**src/verilog/dsre_pkg.sv**
```systemverilog
package dsre_pkg;
  // plain peripheral space that stripped addresses land in
  localparam logic [31:0] PERIPH_BASE  = 32'h4000_0000;
  // decorated space: addr[31:29] equals this, op field 010, 011 or 1xx
  localparam logic [2:0]  DEC_REGION   = 3'h2;
  localparam int          REG_HI       = 31;
  localparam int          REG_LO       = 29;
  localparam int          OP_HI        = 28;
  localparam int          OP_LO        = 26;
  localparam logic [2:0]  CODE_PLAIN   = 3'h0;
  localparam logic [2:0]  CODE_OR      = 3'h2;
  localparam logic [2:0]  CODE_XOR     = 3'h3;
  localparam int          INS_BIT      = 28;
  localparam int          POS_HI       = 27;
  localparam int          POS_LO       = 23;
  localparam int          WID_HI       = 22;
  localparam int          WID_LO       = 19;
  localparam int          OFS_HI       = 19;
  localparam int          INS_OFS_HI   = 18;
  localparam logic [1:0]  TRANS_IDLE   = 2'h0;
  localparam logic [1:0]  TRANS_NONSEQ = 2'h2;
  localparam logic [2:0]  SIZE_BYTE    = 3'h0;
  localparam logic [2:0]  SIZE_HALF    = 3'h1;
  localparam logic [2:0]  SIZE_WORD    = 3'h2;
  localparam logic [31:0] CONT_BYTE    = 32'h0000_00ff;
  localparam logic [31:0] CONT_HALF    = 32'h0000_ffff;
  localparam logic [31:0] CONT_WORD    = 32'hffff_ffff;
  localparam logic [31:0] RESET_WORD   = 32'h0000_0000;

  typedef enum logic [1:0] {
    OP_NONE,
    OP_OR,
    OP_XOR,
    OP_INS
  } dsre_op_e;

  typedef enum logic [1:0] {
    ST_IDLE,
    ST_RMW,
    ST_WB
  } dsre_state_e;
endpackage : dsre_pkg

```
**src/verilog/dsre_engine.sv**
```systemverilog
// Functional notes
// - or store reads, ors operand, writes back
// - xor store reads, xors operand, writes back
// - byte, halfword, word sizes from hsize
// - op code 010 selects or store
// - op code 011 selects xor store
// - or/xor offset is addr 19..0
// - cycle x: stripped address issued as read
// - cycle x+1: captured address issued as write
// - or result of read data captured
// - xor result of read data captured
// - cycle x+2: captured result on write data
// - field insert of w+1 bits at b
// - word field insert at most sixteen bits
// - width code zero inserts one bit
// - addr bit 28 selects field insert
// - field insert uses bit 19 as width
// - field insert offset is addr 18..0
// - other accesses pass straight through
// - decorated region decoded from address and write direction
// - upstream ready low during read-modify phase
// - downstream wait states passed back upstream
module dsre_engine
  import dsre_pkg::*;
(
  input  wire logic        clk_i,
  input  wire logic        nrst_i,
  input  wire logic [31:0] up_haddr_i,
  input  wire logic [1:0]  up_htrans_i,
  input  wire logic        up_hwrite_i,
  input  wire logic [2:0]  up_hsize_i,
  input  wire logic [3:0]  up_hprot_i,
  input  wire logic [31:0] up_hwdata_i,
  output logic      [31:0] up_hrdata_o,
  output logic             upstream_ready_out_o,
  output logic             up_hresp_o,
  output logic      [31:0] dn_haddr_o,
  output logic      [1:0]  dn_htrans_o,
  output logic             dn_hwrite_o,
  output logic      [2:0]  dn_hsize_o,
  output logic      [3:0]  dn_hprot_o,
  output logic      [31:0] dn_hwdata_o,
  input  wire logic [31:0] dn_hrdata_i,
  input  wire logic        downstream_ready_in_i,
  input  wire logic        dn_hresp_i
);

  // decode purely from the address and direction
  function automatic dsre_op_e dec_op(
    input logic [31:0] a,
    input logic        wr
  );
    dsre_op_e op;
    op = OP_NONE;
    if (wr && a[REG_HI:REG_LO] == DEC_REGION) begin
      if (a[INS_BIT]) begin
        op = OP_INS;
      end else if (a[OP_HI:OP_LO] == CODE_OR) begin
        op = OP_OR;
      end else if (a[OP_HI:OP_LO] == CODE_XOR) begin
        op = OP_XOR;
      end
    end
    return op;
  endfunction : dec_op

  // only offset bits survive; the rest are decoration
  function automatic logic [31:0] strip(
    input logic [31:0] a,
    input dsre_op_e    op
  );
    logic [31:0] r;
    if (op == OP_INS) begin
      r = PERIPH_BASE | {13'h0, a[INS_OFS_HI:0]};
    end else begin
      r = PERIPH_BASE | {12'h0, a[OFS_HI:0]};
    end
    return r;
  endfunction : strip

  // field mask placed on the byte lanes the slave will write
  function automatic logic [31:0] field_mask(
    input logic [31:0] a,
    input logic [2:0]  size
  );
    logic [31:0] ones;
    logic [31:0] cont;
    logic [4:0]  pos;
    logic [4:0]  wid;
    logic [4:0]  lane;
    pos  = a[POS_HI:POS_LO];
    wid  = {1'b0, a[WID_HI:WID_LO]};
    lane = 5'h0;
    cont = CONT_WORD;
    case (size)
      SIZE_BYTE: begin
        cont = CONT_BYTE;
        pos  = {2'h0, a[POS_LO+2:POS_LO]};
        wid  = {2'h0, a[WID_LO+2:WID_LO]};
        lane = {a[1:0], 3'h0};
      end
      SIZE_HALF: begin
        cont = CONT_HALF;
        pos  = {1'h0, a[POS_LO+3:POS_LO]};
        lane = {a[1], 4'h0};
      end
      default: begin
        cont = CONT_WORD;
      end
    endcase
    // 4-bit width code caps a word field at 16 bits
    ones = ~(CONT_WORD << (wid + 5'h1));
    return ((ones << pos) & cont) << lane;
  endfunction : field_mask

  dsre_state_e state;
  dsre_op_e    cap_op;
  logic [31:0] cap_addr;
  logic [2:0]  cap_size;
  logic [3:0]  cap_prot;
  logic [31:0] cap_mask;
  logic [31:0] rmw_data;

  dsre_op_e    new_op;
  logic        up_take;
  logic        start;
  logic [31:0] new_addr;
  logic [31:0] new_mask;
  logic [31:0] merged;

  always_comb begin
    new_op = OP_NONE;
    if (up_htrans_i[1]) begin
      new_op = dec_op(up_haddr_i, up_hwrite_i);
    end
  end

  assign up_take  = up_htrans_i[1] && upstream_ready_out_o;
  assign start    = up_take && new_op != OP_NONE;
  assign new_addr = strip(up_haddr_i, new_op);
  assign new_mask = field_mask(up_haddr_i, up_hsize_i);

  // outputs are combinational so plain traffic sees no added latency
  always_comb begin
    dn_haddr_o           = up_haddr_i;
    dn_htrans_o          = up_htrans_i;
    dn_hwrite_o          = up_hwrite_i;
    dn_hsize_o           = up_hsize_i;
    dn_hprot_o           = up_hprot_i;
    dn_hwdata_o          = up_hwdata_i;
    up_hrdata_o          = dn_hrdata_i;
    upstream_ready_out_o = downstream_ready_in_i;
    up_hresp_o           = dn_hresp_i;
    if (state == ST_RMW) begin
      dn_haddr_o           = cap_addr;
      dn_htrans_o          = TRANS_NONSEQ;
      dn_hwrite_o          = 1'b1;
      dn_hsize_o           = cap_size;
      dn_hprot_o           = cap_prot;
      upstream_ready_out_o = 1'b0;
      up_hresp_o           = 1'b0;
    end else if (up_htrans_i[1] && new_op != OP_NONE) begin
      dn_haddr_o  = new_addr;
      dn_hwrite_o = 1'b0;
    end
    if (state == ST_WB) begin
      dn_hwdata_o = rmw_data;
    end
  end

  // operand comes straight from replicated lanes
  always_comb begin
    case (cap_op)
      OP_OR:   merged = dn_hrdata_i | up_hwdata_i;
      OP_XOR:  merged = dn_hrdata_i ^ up_hwdata_i;
      OP_INS:  merged = (cap_mask & up_hwdata_i)
                      | (~cap_mask & dn_hrdata_i);
      default: merged = dn_hrdata_i;
    endcase
  end

  always_ff @(posedge clk_i) begin
    if (!nrst_i) begin
      state <= ST_IDLE;
    end else begin
      case (state)
        ST_RMW: begin
          if (downstream_ready_in_i) begin
            state <= ST_WB;
          end
        end
        ST_IDLE, ST_WB: begin
          if (start) begin
            state <= ST_RMW;
          end else if (state == ST_WB && !downstream_ready_in_i) begin
            state <= ST_WB;
          end else begin
            state <= ST_IDLE;
          end
        end
        default: state <= ST_IDLE;
      endcase
    end
  end

  always_ff @(posedge clk_i) begin
    if (!nrst_i) begin
      cap_op   <= OP_NONE;
      cap_addr <= RESET_WORD;
      cap_size <= SIZE_WORD;
      cap_prot <= 4'h0;
      cap_mask <= RESET_WORD;
    end else if (start) begin
      cap_op   <= new_op;
      cap_addr <= new_addr;
      cap_size <= up_hsize_i;
      cap_prot <= up_hprot_i;
      cap_mask <= new_mask;
    end
  end

  always_ff @(posedge clk_i) begin
    if (!nrst_i) begin
      rmw_data <= RESET_WORD;
    end else if (state == ST_RMW && downstream_ready_in_i) begin
      rmw_data <= merged;
    end
  end
endmodule : dsre_engine

```
**config.mk**
```make
export PLATFORM = sky130hd
export DESIGN_NAME = dsre_engine
export DESIGN_NICKNAME = d
export VERILOG_FILES = /design/src/verilog/dsre_pkg.sv /design/src/verilog/dsre_engine.sv
export SDC_FILE = /design/constraint.sdc
export NUM_CORES = 1
export LEC_CHECK = 0
export ABC_AREA = 1
export ABC_CLOCK_PERIOD_IN_PS = 1800
export BUFFER_PORTS_ARGS = -buffer_cell sky130_fd_sc_hd__buf_2
export CAP_MARGIN = 5
export CORE_MARGIN = 2
export CORE_UTILIZATION = 49
export DETAILED_ROUTE_END_ITERATION = 8
export GPL_ROUTABILITY_DRIVEN = 0
export PLACE_DENSITY_LB_ADDON = 0.1
export SETUP_SLACK_MARGIN = 0.4
export SYNTH_ARGS = -nofsm -noshare
export SYNTH_HDL_FRONTEND = slang
export SYNTH_SLANG_ARGS = --single-unit
```
**constraint.sdc**
```tcl
create_clock -name clk_i -period 1.8 [get_ports clk_i]
set_input_delay 0.09 -clock clk_i [delete_from_list [all_inputs] [get_ports clk_i]]
set_output_delay 0.09 -clock clk_i [all_outputs]
set_load 0.02 [all_outputs]
```
# Yosys cells after proc, flatten, opt, wreduce, memory -nomap -nowiden
# Index checks and enable logic that the tools add are counted.
totals:
  wordCells: 66
  out_inout_bits: 108
  in_bits: 110
  regBits: 107
op_classes:
  eq_ne: 11
  n_reduce_logical: 11
  bitwise: 8
  addsub: 1
  n_mux: 25
  shifts: 3
op_table:
  columns: ["cell", "n"]
  rows:
  - ["$and 32x32->32", 3]
  - ["$mux 32", 3]
  - ["$pmux 32 s3", 1]
  - ["$not 32->32", 2]
  - ["$or 32x32->32", 2]
  - ["$pmux 32 s2", 1]
  - ["$shl 32x5->32", 2]
  - ["$shl 32x5->32 const A", 1]
  - ["$xor 32x32->32", 1]
  - ["$mux 20", 1]
  - ["$pmux 5 s2", 2]
  - ["$mux 2", 9]
  - ["$eq 3x2->1 const B", 3]
  - ["$eq 2x2->1 const B", 4]
  - ["$mux 4", 2]
  - ["$logic_and 1x1->1", 6]
  - ["$add 5x1->5 const B", 1]
  - ["$eq 2x1->1 const B", 2]
  - ["$mux 1", 4]
  - ["$pmux 2 s2", 1]
  - ["$eq 3x1->1 const B", 1]
  - ["$logic_not 3->1", 1]
  - ["$mux 3", 1]
  - ["$logic_not 2->1", 1]
  - ["other kinds (4)", 4]

# Depth between registers and ports, before layout
# Gate-level depths: netlist (run 1).
logic_depth:
  ltp_word: 10
  ltp_mapped: 17
  mapped_depth_nobuf: 17

# Least setup slack after synthesis (run 1)
# No wires, ideal clock.
synth_path:
  kind: "in2reg"
  startpoint: "input port up_haddr_i[19]"
  endpoint: "register cap_mask[31]"
  path_stages: 16
  path_buffers: 0
  setup_slack_ns: -0.076
  arrival_ns: 1.759
  t_required_ns: 1.683
  setup_time_ns: 0.117
  path_cell_list: "ha_1 inv_1 ha_1 inv_1 nor2_1 inv_1 nand2_4 nand2_2 nand3_1 nand3_1 nand3_1 nand2_1 nand2_1 o21ai_1 a21oi_1 nor2_1"
synth_between:
  elab_chain_cells: 7
synth_lines:
  columns: ["item", "line_no", "rtl"]
  rows:
  - ["start, declared", "dsre_engine.sv:28", "input wire logic [31:0] up_haddr_i,"]
  - ["$mux 4", "dsre_engine.sv:95", "case (size)"]
  - ["$add 5x1->5", "dsre_engine.sv:112", "ones = ~(CONT_WORD << (wid + 5'h1));"]
  - ["$shl 32x5->32", "dsre_engine.sv:112", null]
  - ["$not 32->32", "dsre_engine.sv:112", null]
  - ["$shl 32x5->32", "dsre_engine.sv:113", "return ((ones << pos) & cont) << lane;"]
  - ["$and 32x32->32", "dsre_engine.sv:113", null]
  - ["$shl 32x5->32", "dsre_engine.sv:113", null]
  - ["end signal, assigned", "dsre_engine.sv:218", "cap_mask <= new_mask;"]
  - ["end, declared", "dsre_engine.sv:121", "logic [31:0] cap_mask;"]
# No other way between the ends.
# A chain may end at the register's enable or synchronous reset.

# Worst setup path after layout (run 1)
layout_path:
  startpoint: "register state[1]"
  endpoint: "output port dn_htrans_o[1]"
layout_between:
  elab_chain_cells: 2
layout_lines:
  columns: ["item", "line_no", "rtl"]
  rows:
  - ["start, declared", "dsre_engine.sv:116", "dsre_state_e state;"]
  - ["start signal, assigned", "dsre_engine.sv:184", "state <= ST_IDLE;"]
  - ["start signal, assigned", "dsre_engine.sv:189", "state <= ST_WB;"]
  - ["start signal, assigned", "dsre_engine.sv:194", "state <= ST_RMW;"]
  - ["$eq 2x1->1", "dsre_engine.sv:154", "if (state == ST_RMW) begin"]
  - ["$mux 2", "dsre_engine.sv:154", null]
  - ["end, declared", "dsre_engine.sv:38", "output logic [1:0] dn_htrans_o,"]
# No other way between the ends.

==> key figures, run 1 <==
Run status
  – Status: complete, but fails checks
  – Failing checks: hold timing

Drt
  – Routed WL: 33.0 mm
  – Drt initial violations: 1139
  – Total number of vias: 10900
  – Detailed-route vias per instance: 5.85
  – Post-route DRC violation count: 0
  – Pre-antenna DRT Iters: 8
  – Final ANT Viol Nets: 0
  – Drt wl/cell: 17.7 um

Clock network
  – Number of CTS-inserted buffers: 9
  – CTS root buf: clkbuf_16
  – CTS tree: built
  – CTS max path bufs: 2
  – H-tree depth: 3
  – Number of clock sinks: 96
  – Skew-Pair Late Insertion Delay: 0.35 ns
  – Worst-path clk slew: 0.08 ns

Power
  – Logic pwr share: 36.1%
  – NetSw: 2.38 mW
  – Sequential group share of total power: 33.4%
  – PD cells: 498 nW/um2
  – Max VDD drop: 0.598 mV
  – Switching Fraction: 36.9%
  – P_leak: 6.13 nW
  – Final Total Pwr: 6.44 mW
  – Clock power frac: 30.5%
  – Power Internal: 4.06 mW

Min path
  – Hold Path Sink: cap_addr[18]
  – Beginning of the worst hold path: up_haddr_i[18]
  – HP Class: input pin to register
  – Hold path cells: 3

STA
  – Clock Skew: 0.0153 ns
  – Worst setup margin: 0.110 ns
  – Final count of negative-setup-slack endpoints: 0
  – Max Slew Vio Count: 0
  – Min Tclk post-route: 1.69 ns
  – Period utilization: 93.9%
  – Final Hold Viols: 2
  – Worst Tran Pin Value: 0.490 ns
  – Rel. slew slack: 66.5%
  – Max Fclk: 592 MHz
  – RSZ-0062 raised after global routing: true
  – Hold Slack: -0.00470 ns
  – Final setup TNS: 0 ns

Floorplanning
  – Initial Utilization: 49.7%
  – Die ar.: 17700 um2
  – IO Pins: 218
  – Die Span Y: 133 um
  – Die width: 133 um
  – Row count: 47
  – Area of the core: 16400 um2

Worst setup path
  – Startpoint Class: register
  – FF-to-FF setup slack: 0.17 ns
  – Reg-to-reg endpoint: cap_op[1]
  – Path depth of the worst reg2reg path: 8
  – Worst r2r src: state[1]
  – CP Capture Type: output port
  – Max Fanout on Critical Path: 6
  – CP required: 1.71 ns
  – Setup CP Type: register to output port
  – Critical Path AT: 1.60 ns

Layout
  – Final core utilization: 78.8%
  – Most frequent cells in the layout: nand2_1, buf_2, nor2_1, inv_1
  – # diodes: 0
  – Commonest non-fill, non-tap cell in the layout: nand2_1
  – Nets: 1781
  – Final Non-Filler Cells: 1860
  – Layout area overhead: 58.4%
  – Ratio of cells with drive above 1 in the final layout: 39.5%

Synthesis
  – Sequential fraction of the synthesis area: 23.6%
  – Seq cells post-synth: 96
  – Yosys Warn Count: 0
  – Synthesized area: 8160 um2
  – Post-Syn Nets: 1513
  – Syn_area_per_cell: 5.97 um2
  – Mapped Cells: 1367
  – Post-synthesis cell type count: 35

Placed design
  – Pre-CTS setup slack: -0.287 ns
  – Post-DP HPWL: 19.0 mm
  – PortBufs: 217
  – Placed cells: 1762

Global routing
  – Vias in the first global route: 9216
  – Total GRT Usage: 31.1%
  – Initial antenna violation count: 1
  – Total grt overflow: 0
  – Global-route wire length before repair: 45.5 mm
  – Maximum number of pins on one net before global-route repair: 42

Run
  – Total of max-cap violations: 0
[metal layers]
metal / GRT usage (%) / wire length, um / vias up
met1: 41.5 / 13100 / 5049
met3: 4.25 / 2950 / 100
met2: 52.6 / 15800 / 628
met5: 0 / 11 / -
li1: - / - / 5104
met4: 8.72 / 1120 / 2
[cells by family (layout without fill, tap and decap cells)]
family / after synthesis / after routing / synth area share, %
adders and majority gates: 36 / 36 / 5.52
buffers and inverters: 252 / 524 / 13.5
DFF: 96 / 96 / 23.6
AOI/OAI and AO/OA: 303 / 303 / 21.8
and+or+nand+nor: 680 / 681 / 35.7
[metrics by stage]
step                hold WS [ns]  area [um2]
finish                  -0.00470       12900
global route             0.00469       12900
CTS                      0.00198       11300
detailed placement         0.363        9770
global placement           0.355        9770
floorplan                  0.253        8290
[cell usage after synthesis]
library cell | count | share of area, %
o211ai_1 | 11 | 1.0
o21ai_0 | 137 | 8.4
nand2_4 | 5 | 0.69
nor4_1 | 3 | 0.23
clkinv_1 | 6 | 0.28
inv_1 | 127 | 5.8
dfxtp_1 | 96 | 24
a22oi_1 | 18 | 1.7
inv_2 | 5 | 0.23
a31oi_1 | 3 | 0.23
buf_4 | 32 | 2.9
nand3_4 | 1 | 0.21
a211oi_1 | 19 | 1.7
nand2_1 | 336 | 15
nand3_1 | 160 | 9.8
ha_1 | 36 | 5.5
nor2_2 | 9 | 0.69
buf_1 | 4 | 0.18
clkbuf_1 | 64 | 2.9
nand3b_1 | 1 | 0.092
o21ai_1 | 9 | 0.55
or2_2 | 1 | 0.077
a21oi_1 | 72 | 4.4
nor2_1 | 138 | 6.4
a2111oi_0 | 14 | 1.5
nand3_2 | 3 | 0.37
o211ai_2 | 2 | 0.31
nand2_2 | 8 | 0.61
nand4_1 | 5 | 0.38
buf_2 | 12 | 0.74
buf_6 | 1 | 0.14
nor3_1 | 9 | 0.55
nor3_2 | 1 | 0.12
o221ai_1 | 18 | 1.9
buf_8 | 1 | 0.18
[worst max-delay path: stages (launching register included)]
cell and delay (ns):
dfxtp_2 0.42, nor2_4 0.08, buf_6 0.12, buf_12 0.14, buf_16 0.14, or2_4 0.22, buf_6 0.13
[worst max path at each step]
stage,start,endpoint,slack [ns],depth (start not counted)
after floorplan,up_haddr_i[19],cap_mask[30],0.19,16
after global placement,up_hsize_i[0],cap_mask[17],-0.29,15
after detailed placement,up_haddr_i[20],cap_mask[15],-0.29,15
after CTS,state[0],dn_hprot_o[0],0.16,7
after global routing,up_haddr_i[19],cap_mask[21],0.05,15
final,state[1],dn_htrans_o[1],0.11,6
[final cells by class]
class | count | area [um2]
Multi-Input combinational cell | 1020 | 6530
Inverter | 138 | 563
Fill cell | 1149 | 3480
Tap cell | 220 | 275
Clock inverter | 7 | 73.8
Clock buffer | 9 | 225
Timing Repair Buffer | 370 | 3330
Sequential cell | 96 | 1930
[power groups by stage]
| stage | clock network (mW) | logic [mW] | registers, mW |
|---|---|---|---|
| 6_report | 1.96 | 2.32 | 2.15 |
| 5_1_grt | 2.06 | 2.50 | 2.15 |
| 4_1_cts | 1.96 | 1.96 | 2.15 |
| 3_5_place_dp | 0 | 1.70 | 2.20 |
| 3_3_place_gp | 0 | 1.68 | 2.20 |
| 2_1_floorplan | 0 | 1.13 | 2.19 |
[flip-flops by register name (all words and copies together) (netlist names)]
name / cells
cap_mask: 32
cap_op: 2
rmw_data: 32
cap_size: 3
cap_prot: 4
cap_addr: 21
state: 2
[what timing repair did]
| item | 4_1_cts | 5_1_grt |
|---|---|---|
| setup endpoints to repair | 168 | 170 |
| cloned | 8 | 23 |
| hold buffers | 8 | 0 |
| setup buffers | 28 | 15 |
| endpoints found under the hold margin | 8 | 0 |
| pin swaps | 51 | 35 |
| gates resized for setup | 201 | 267 |
Power figures use the tool's default switching activity.
==> inputs of run 2 (changes only) <==
CORE_MARGIN = unset   (was 2)
==> run 2 against run 1 <==
The run still ends with hold timing left; hold slack better by 0.0039 ns; clock-buffer cell count unchanged; critical path depth up 4.
==> key figures, run 2 (same netlist as run 1, synthesis figures left out) <==
Layout
  – Largest registers: cap_mask: 32 flops, rmw_data: 32 flops, cap_addr: 21 flops
  – Ratio of cells with drive above 1 in the final layout: 42.0% (+2.6 points)
  – Multi-input gate area: 6660 um2 (+2.0%)
  – Layout area overhead: 58.5% (about the same)
  – Seq. cell area: 1930 um2 (about the same)
  – Commonest non-fill, non-tap cell in the layout: nand2_1
  – Nets: 1775 (-0.34%)
  – Most frequent cells in the layout: nand2_1, buf_2, inv_1, nor2_1, buf_4
  – Filler cells: 1054 (-8.3%)

STA
  – Final count of negative-setup-slack endpoints: 0 (unchanged)
  – Period utilization: 94.8% (+0.92 points)
  – Max Slew Vio Count: 0 (unchanged)
  – Min Tclk post-route: 1.71 ns (+0.0165 ns)
  – Final Hold Viols: 1 (-1)
  – Worst Tran Pin Value: 0.557 ns (+0.0660 ns)
  – Clock Skew: 0.0168 ns (+0.00147 ns)
  – RSZ-0062 raised after global routing: true
  – Final setup TNS: 0 ns (unchanged)
  – Max Fclk: 586 MHz (-0.97%)
  – Rel. slew slack: 61.9% (-4.5 points)
  – Hold Slack: -0.000816 ns (+0.00389 ns)

Floorplanning
  – Die Span Y: 131 um (-1.5%)
  – IO Pins: 218 (unchanged)
  – Die width: 131 um (-1.5%)
  – Initial Utilization: 50.8% (+1.1 points)
  – Die ar.: 17200 um2 (-3.0%)
  – Row count: 46 (-2.1%)
  – Area of the core: 16100 um2 (-2.1%)

Global routing
  – Total GRT Usage: 34.1% (+3.1 points)
  – Total grt overflow: 0 (unchanged)
  – Initial antenna violation count: 0 (-1)
  – Global-route wire length before repair: 46.1 mm (+1.4%)
  – Maximum number of pins on one net before global-route repair: 37 (-12%)
  – Vias in the first global route: 9313 (+1.1%)

Min path
  – Beginning of the worst hold path: up_haddr_i[14]
  – Hold Path Sink: cap_addr[14]
  – HP Class: input pin to register
  – Hold path cells: 3 (unchanged)

Drt
  – Routed WL: 35.6 mm (+8.2%)
  – Total number of vias: 11200 (+3.0%)
  – Final ANT Viol Nets: 0 (unchanged)
  – Detailed-route vias per instance: 6.06 (+3.5%)
  – Pre-antenna DRT Iters: 6 (-2)
  – Post-route DRC violation count: 0 (unchanged)
  – Drt wl/cell: 19.3 um (+8.7%)
  – Drt initial violations: 1235 (+8.4%)

Worst setup path
  – Crit-path cells: inv_2, nor2_4, buf_12, clkinv_8, buf_6, nor2_4, clkinv_4, clkbuf_16, nor2_2, a211oi_2
  – FF-to-FF setup slack: 0.09 ns (-0.08 ns)
  – CP required: 2.03 ns (+0.32 ns)
  – Startpoint Class: register
  – Critical-path top delay cell: dfxtp_2
  – Max incr delay on CP: 0.33 ns (-0.09 ns)
  – Worst r2r src: state[0]
  – Cell mode on critical path: nor2_4
  – Max Fanout on Critical Path: 7 (+1)
  – Path depth of the worst reg2reg path: 10 (+2)
  – CP Capture Type: register
  – Setup CP Type: register to register
  – Critical Path AT: 1.94 ns (+0.34 ns)
  – Reg-to-reg endpoint: rmw_data[5]

Clock network
  – CTS tree: built
  – CTS root buf: clkbuf_16
  – Number of clock sinks: 96 (unchanged)
  – H-tree depth: 3 (unchanged)
  – Skew-Pair Late Insertion Delay: 0.37 ns (+0.02 ns)
  – Worst-path clk slew: 0.08 ns (about the same)
  – CTS max path bufs: 2 (unchanged)
  – Number of CTS-inserted buffers: 9 (unchanged)

Power
  – P_leak: 6.07 nW (-0.96%)
  – NetSw: 2.55 mW (+7.2%)
  – Clock power frac: 31.5% (+1.0 points)
  – Logic pwr share: 36.2% (about the same)
  – Sequential group share of total power: 32.4% (-1.0 points)
  – PD cells: 513 nW/um2 (+3.0%)
  – Power Internal: 4.09 mW (+0.69%)
  – Max VDD drop: 0.520 mV (-13%)
  – Switching Fraction: 38.4% (+1.5 points)

Placed design
  – Post-DP HPWL: 19.5 mm (+2.9%)
  – PortBufs: 217 (unchanged)

Run status
  – Failing checks: hold timing
  – Status: complete, but fails checks

Run
  – Total of max-cap violations: 0 (unchanged)
-- run 2: worst max-delay path by stage --
stage                              start             to  slack, ns  cells past startpoint
after floorplan           up_haddr_i[19]   cap_mask[30]       0.19                     16
after global placement    up_haddr_i[20]   cap_mask[17]      -0.23                     13
after detailed placement  up_haddr_i[20]   cap_mask[17]      -0.31                     13
after CTS                       state[0]  dn_haddr_o[8]       0.21                      8
after global routing            state[0]    rmw_data[9]      -0.03                      9
final                           state[0]    rmw_data[5]       0.09                     10
-- run 2: layer usage --
metal,track usage [%],part of all wire (%)
met5,0,0
met4,15.4,5.3
met3,7.04,9.4
met2,55.5,48
met1,43.5,37
-- run 2: layout make-up --
| cell class | count | area share, % |
|---|---|---|
| clock buffer | 9 | 1.74 |
| clock inverter | 7 | 0.668 |
| tap | 216 | 2.09 |
| antenna | 1 | 0.0194 |
| multi-input combinational | 1022 | 51.5 |
| inverter | 138 | 4.34 |
| timing repair buffer | 362 | 24.7 |
| sequential | 96 | 14.9 |
-- run 2: power by group through the flow --
stage | Combinational [mW] | Sequential [mW] | Clock [mW]
2_1_floorplan | 1.13 | 2.19 | 0
3_3_place_gp | 1.70 | 2.20 | 0
3_5_place_dp | 1.72 | 2.20 | 0
4_1_cts | 2.01 | 2.15 | 2.04
5_1_grt | 2.56 | 2.15 | 2.15
6_report | 2.40 | 2.15 | 2.09
-- run 2: through the flow --
stage	utilization (%)	power, mW	cell area (um2)	setup slack (ns)	cells
CTS	70.8	6.20	11400	0.211	1818
floorplan	-	3.32	8290	0.193	1367
global route	80.5	6.86	12900	-0.0320	1850
detailed placement	61.4	3.92	9860	-0.307	1773
finish	80.5	6.64	12900	0.0937	1851
global placement	61.4	3.90	9860	-0.230	1773
-- run 2: repair_timing --
action / 4_1_cts / 5_1_grt
gates resized for setup: 246 / 289
endpoints found under the setup margin: 168 / 170
gates cloned: 9 / 20
setup buffers: 9 / 12
hold buffers: 11 / 0
pin swaps: 61 / 64
endpoints found under the hold margin: 11 / 0
-- run 2: worst max-delay path: cells and delay by family (launching register included) --
| family | cells | cell delay [ns] |
|---|---|---|
| compound gates | 1 | 0.06 |
| flops | 1 | 0.33 |
| simple gates | 3 | 0.42 |
| buf+inv | 6 | 0.76 |
==> inputs of run 3 (changes only) <==
PLACE_DENSITY = 0.88   (was unset)
PLACE_DENSITY_LB_ADDON = unset   (was 0.1)
==> run 3 against run 2 <==
Final area fell by 8.7%; clock power barely moved; global-route usage rose by 0.32 points; first-iteration DRC count rose by 59%; setup slack got worse by 0.37 ns; critical endpoint is now cap_mask[18]; via count rose by 2.4%; clock-buffer cell count rose by 2; sequential share of layout area rose by 1.4 points; clock skew fell by 0.012 ns; maximum frequency fell by 18%; flip-flop and latch count did not move; die area did not move; the flow finishes with violations (hold timing, setup timing).
==> key figures, run 3 (same netlist as run 1, synthesis figures left out) <==
Run status
  – Status: complete, but fails checks
  – Failing checks: hold timing, setup timing

Power
  – P_leak: 5.46 nW (-10%)
  – PD cells: 545 nW/um2 (+6.2%)
  – Max VDD drop: 0.520 mV (about the same)
  – Final Total Pwr: 6.43 mW (-3.1%)

STA
  – Worst setup margin: -0.276 ns (-0.370 ns)
  – Worst Tran Pin Value: 0.709 ns (+0.153 ns)
  – Final count of negative-setup-slack endpoints: 1 (+1)
  – Clock Skew: 0.00445 ns (-0.0123 ns)
  – Rel. slew slack: 52.2% (-9.7 points)
  – Period utilization: 115% (+21 points)
  – Final Hold Viols: 1 (unchanged)
  – Min Tclk post-route: 2.08 ns (+0.370 ns)
  – Max Fclk: 482 MHz (-18%)
  – Hold Slack: -0.00399 ns (-0.00318 ns)
  – Max Slew Vio Count: 0 (unchanged)
  – RSZ-0062 raised after global routing: true

Drt
  – Detailed-route vias per instance: 6.34 (+4.7%)
  – Drt initial violations: 1962 (+59%)
  – Final ANT Viol Nets: 0 (unchanged)
  – Post-route DRC violation count: 0 (unchanged)
  – Total number of vias: 11500 (+2.4%)
  – Drt wl/cell: 19.3 um (+0.12%)
  – Pre-antenna DRT Iters: 7 (+1)
  – Routed WL: 34.9 mm (-2.1%)

Global routing
  – Initial antenna violation count: 0 (unchanged)
  – Total grt overflow: 0 (unchanged)
  – Maximum number of pins on one net before global-route repair: 42 (+14%)
  – Total GRT Usage: 34.5% (+0.32 points)
  – Global-route wire length before repair: 46.8 mm (+1.5%)
  – Vias in the first global route: 10100 (+8.2%)

Layout
  – Design Area, Final: 11800 um2 (-8.7%)
  – Largest registers: cap_mask: 32 flops, rmw_data: 32 flops, cap_addr: 21 flops
  – Commonest non-fill, non-tap cell in the layout: nand2_1
  – # diodes: 0 (-1)
  – Layout area overhead: 44.7%
  – Nets: 1735 (-2.3%)
  – Seq. cell area: 1930 um2 (-0.13%)
  – Final core utilization: 73.5% (-7.0 points)
  – Final Non-Filler Cells: 1810 (-2.2%)
  – Filler cells: 1044 (-0.95%)
  – Most frequent cells in the layout: nand2_1, buf_2, inv_1, nor2_1, o21ai_0
  – Multi-input gate area: 6160 um2 (-7.5%)
  – Ratio of cells with drive above 1 in the final layout: 36.0% (-6.0 points)

Placed design
  – Placement Cell Area: 9740 um2 (-1.3%)
  – PortBufs: 217 (unchanged)
  – Placed cells: 1755 (-1.0%)
  – Post-DP HPWL: 18.9 mm (-3.1%)

Worst setup path
  – Reg-to-reg endpoint: cap_mask[30]
  – Worst r2r src: state[0]
  – Critical Path End: cap_mask[18]
  – Max Fanout on Critical Path: 7 (unchanged)
  – CP Capture Type: register
  – Path depth of the worst reg2reg path: 10 (unchanged)
  – Setup CP Type: input pin to register
  – CP required: 2.10 ns (+0.07 ns)
  – Critical Path AT: 2.38 ns (+0.44 ns)
  – Crit path launch: up_hsize_i[0]
  – FF-to-FF setup slack: 0.11 ns (+0.02 ns)
  – Startpoint Class: input pin

Clock network
  – Number of clock sinks: 96 (unchanged)
  – H-tree depth: 3 (unchanged)
  – CTS max path bufs: 2 (unchanged)
  – Number of CTS-inserted buffers: 9 (unchanged)
  – Skew-Pair Late Insertion Delay: 0.37 ns (about the same)
  – CTS root buf: clkbuf_16
  – Worst-path clk slew: 0.07 ns (about the same)
  – CTS tree: built

Min path
  – HP Class: input pin to register

Floorplanning
  – Die Span Y: 131 um (unchanged)
  – Area of the core: 16100 um2 (unchanged)
  – Row count: 46 (unchanged)
  – IO Pins: 218 (unchanged)
  – Die width: 131 um (unchanged)
  – Die ar.: 17200 um2 (unchanged)
  – Initial Utilization: 50.8% (unchanged)

Run
  – Total of max-cap violations: 0 (unchanged)
run 3: metrics by stage:
step | TNS, ns | setup WS [ns] | hold slack, ns
3_3_place_gp | -3.32 | -0.199 | 0.353
6_report | -0.276 | -0.276 | -0.00399
3_5_place_dp | -5.22 | -0.260 | 0.362
2_1_floorplan | 0 | 0.193 | 0.253
4_1_cts | 0 | 0.207 | 0.00671
5_1_grt | -0.522 | -0.312 | 0.0249
run 3: area by class of cell:
class                           count  area share (%)
Timing Repair inverter              4           0.445
Tap cell                          216            2.29
Inverter                          138            4.79
Sequential cell                    96            16.3
Clock inverter                      5           0.519
Timing Repair Buffer              321            21.3
Multi-Input combinational cell   1019            52.2
Clock buffer                       11            2.14
run 3: routing by layer:
layer | part of all wire [%] | global-route usage, % | up-vias
met5 | 0 | 0 | -
met2 | 45 | 59.6 | 1052
met4 | 8.7 | 22.9 | 0
met1 | 34 | 38.2 | 5096
li1 | - | - | 5000
met3 | 12 | 7.21 | 333
run 3: worst min-delay path by stage:
stage                              start            to  slack [ns]  cells past startpoint
after floorplan            up_haddr_i[0]   cap_addr[0]        0.25                      2
after global placement    up_haddr_i[16]  cap_addr[16]        0.35                      3
after detailed placement   up_haddr_i[5]   cap_addr[5]        0.36                      3
after CTS                 up_haddr_i[14]  cap_addr[14]       0.007                      3
after global routing       up_haddr_i[1]   cap_addr[1]        0.02                      3
final                     up_haddr_i[14]  cap_addr[14]      -0.004                      3
run 3: critical path, stage by stage:
cell and delay, ns:
buf_2 0.12, nor2_4 0.12, nand2_4 0.11, nand2_4 0.11, nand2_4 0.07, nand2_8 0.10, buf_4 0.15, nor2_1 0.06
nand2_1 0.10, nand3_2 0.09, nand2_2 0.12, nand2_1 0.14, o21ai_0 0.59, nand3_1 0.22, a21oi_1 0.17
run 3: power breakdown:
part / leakage (nW) / internal, mW / switching [mW]
registers: 0.775 / 2.14 / 0.0126
clock network: 0.157 / 1.17 / 0.952
logic: 4.53 / 0.798 / 1.37
run 3: timing repair:
item | 4_1_cts | 5_1_grt
endpoints found under the hold margin | 5 | 0
resized for setup | 196 | 167
endpoints found under the setup margin | 140 | 171
cloned | 6 | 9
buffers inserted | 11 | 8
pin swaps | 42 | 42
hold buffers | 5 | 0
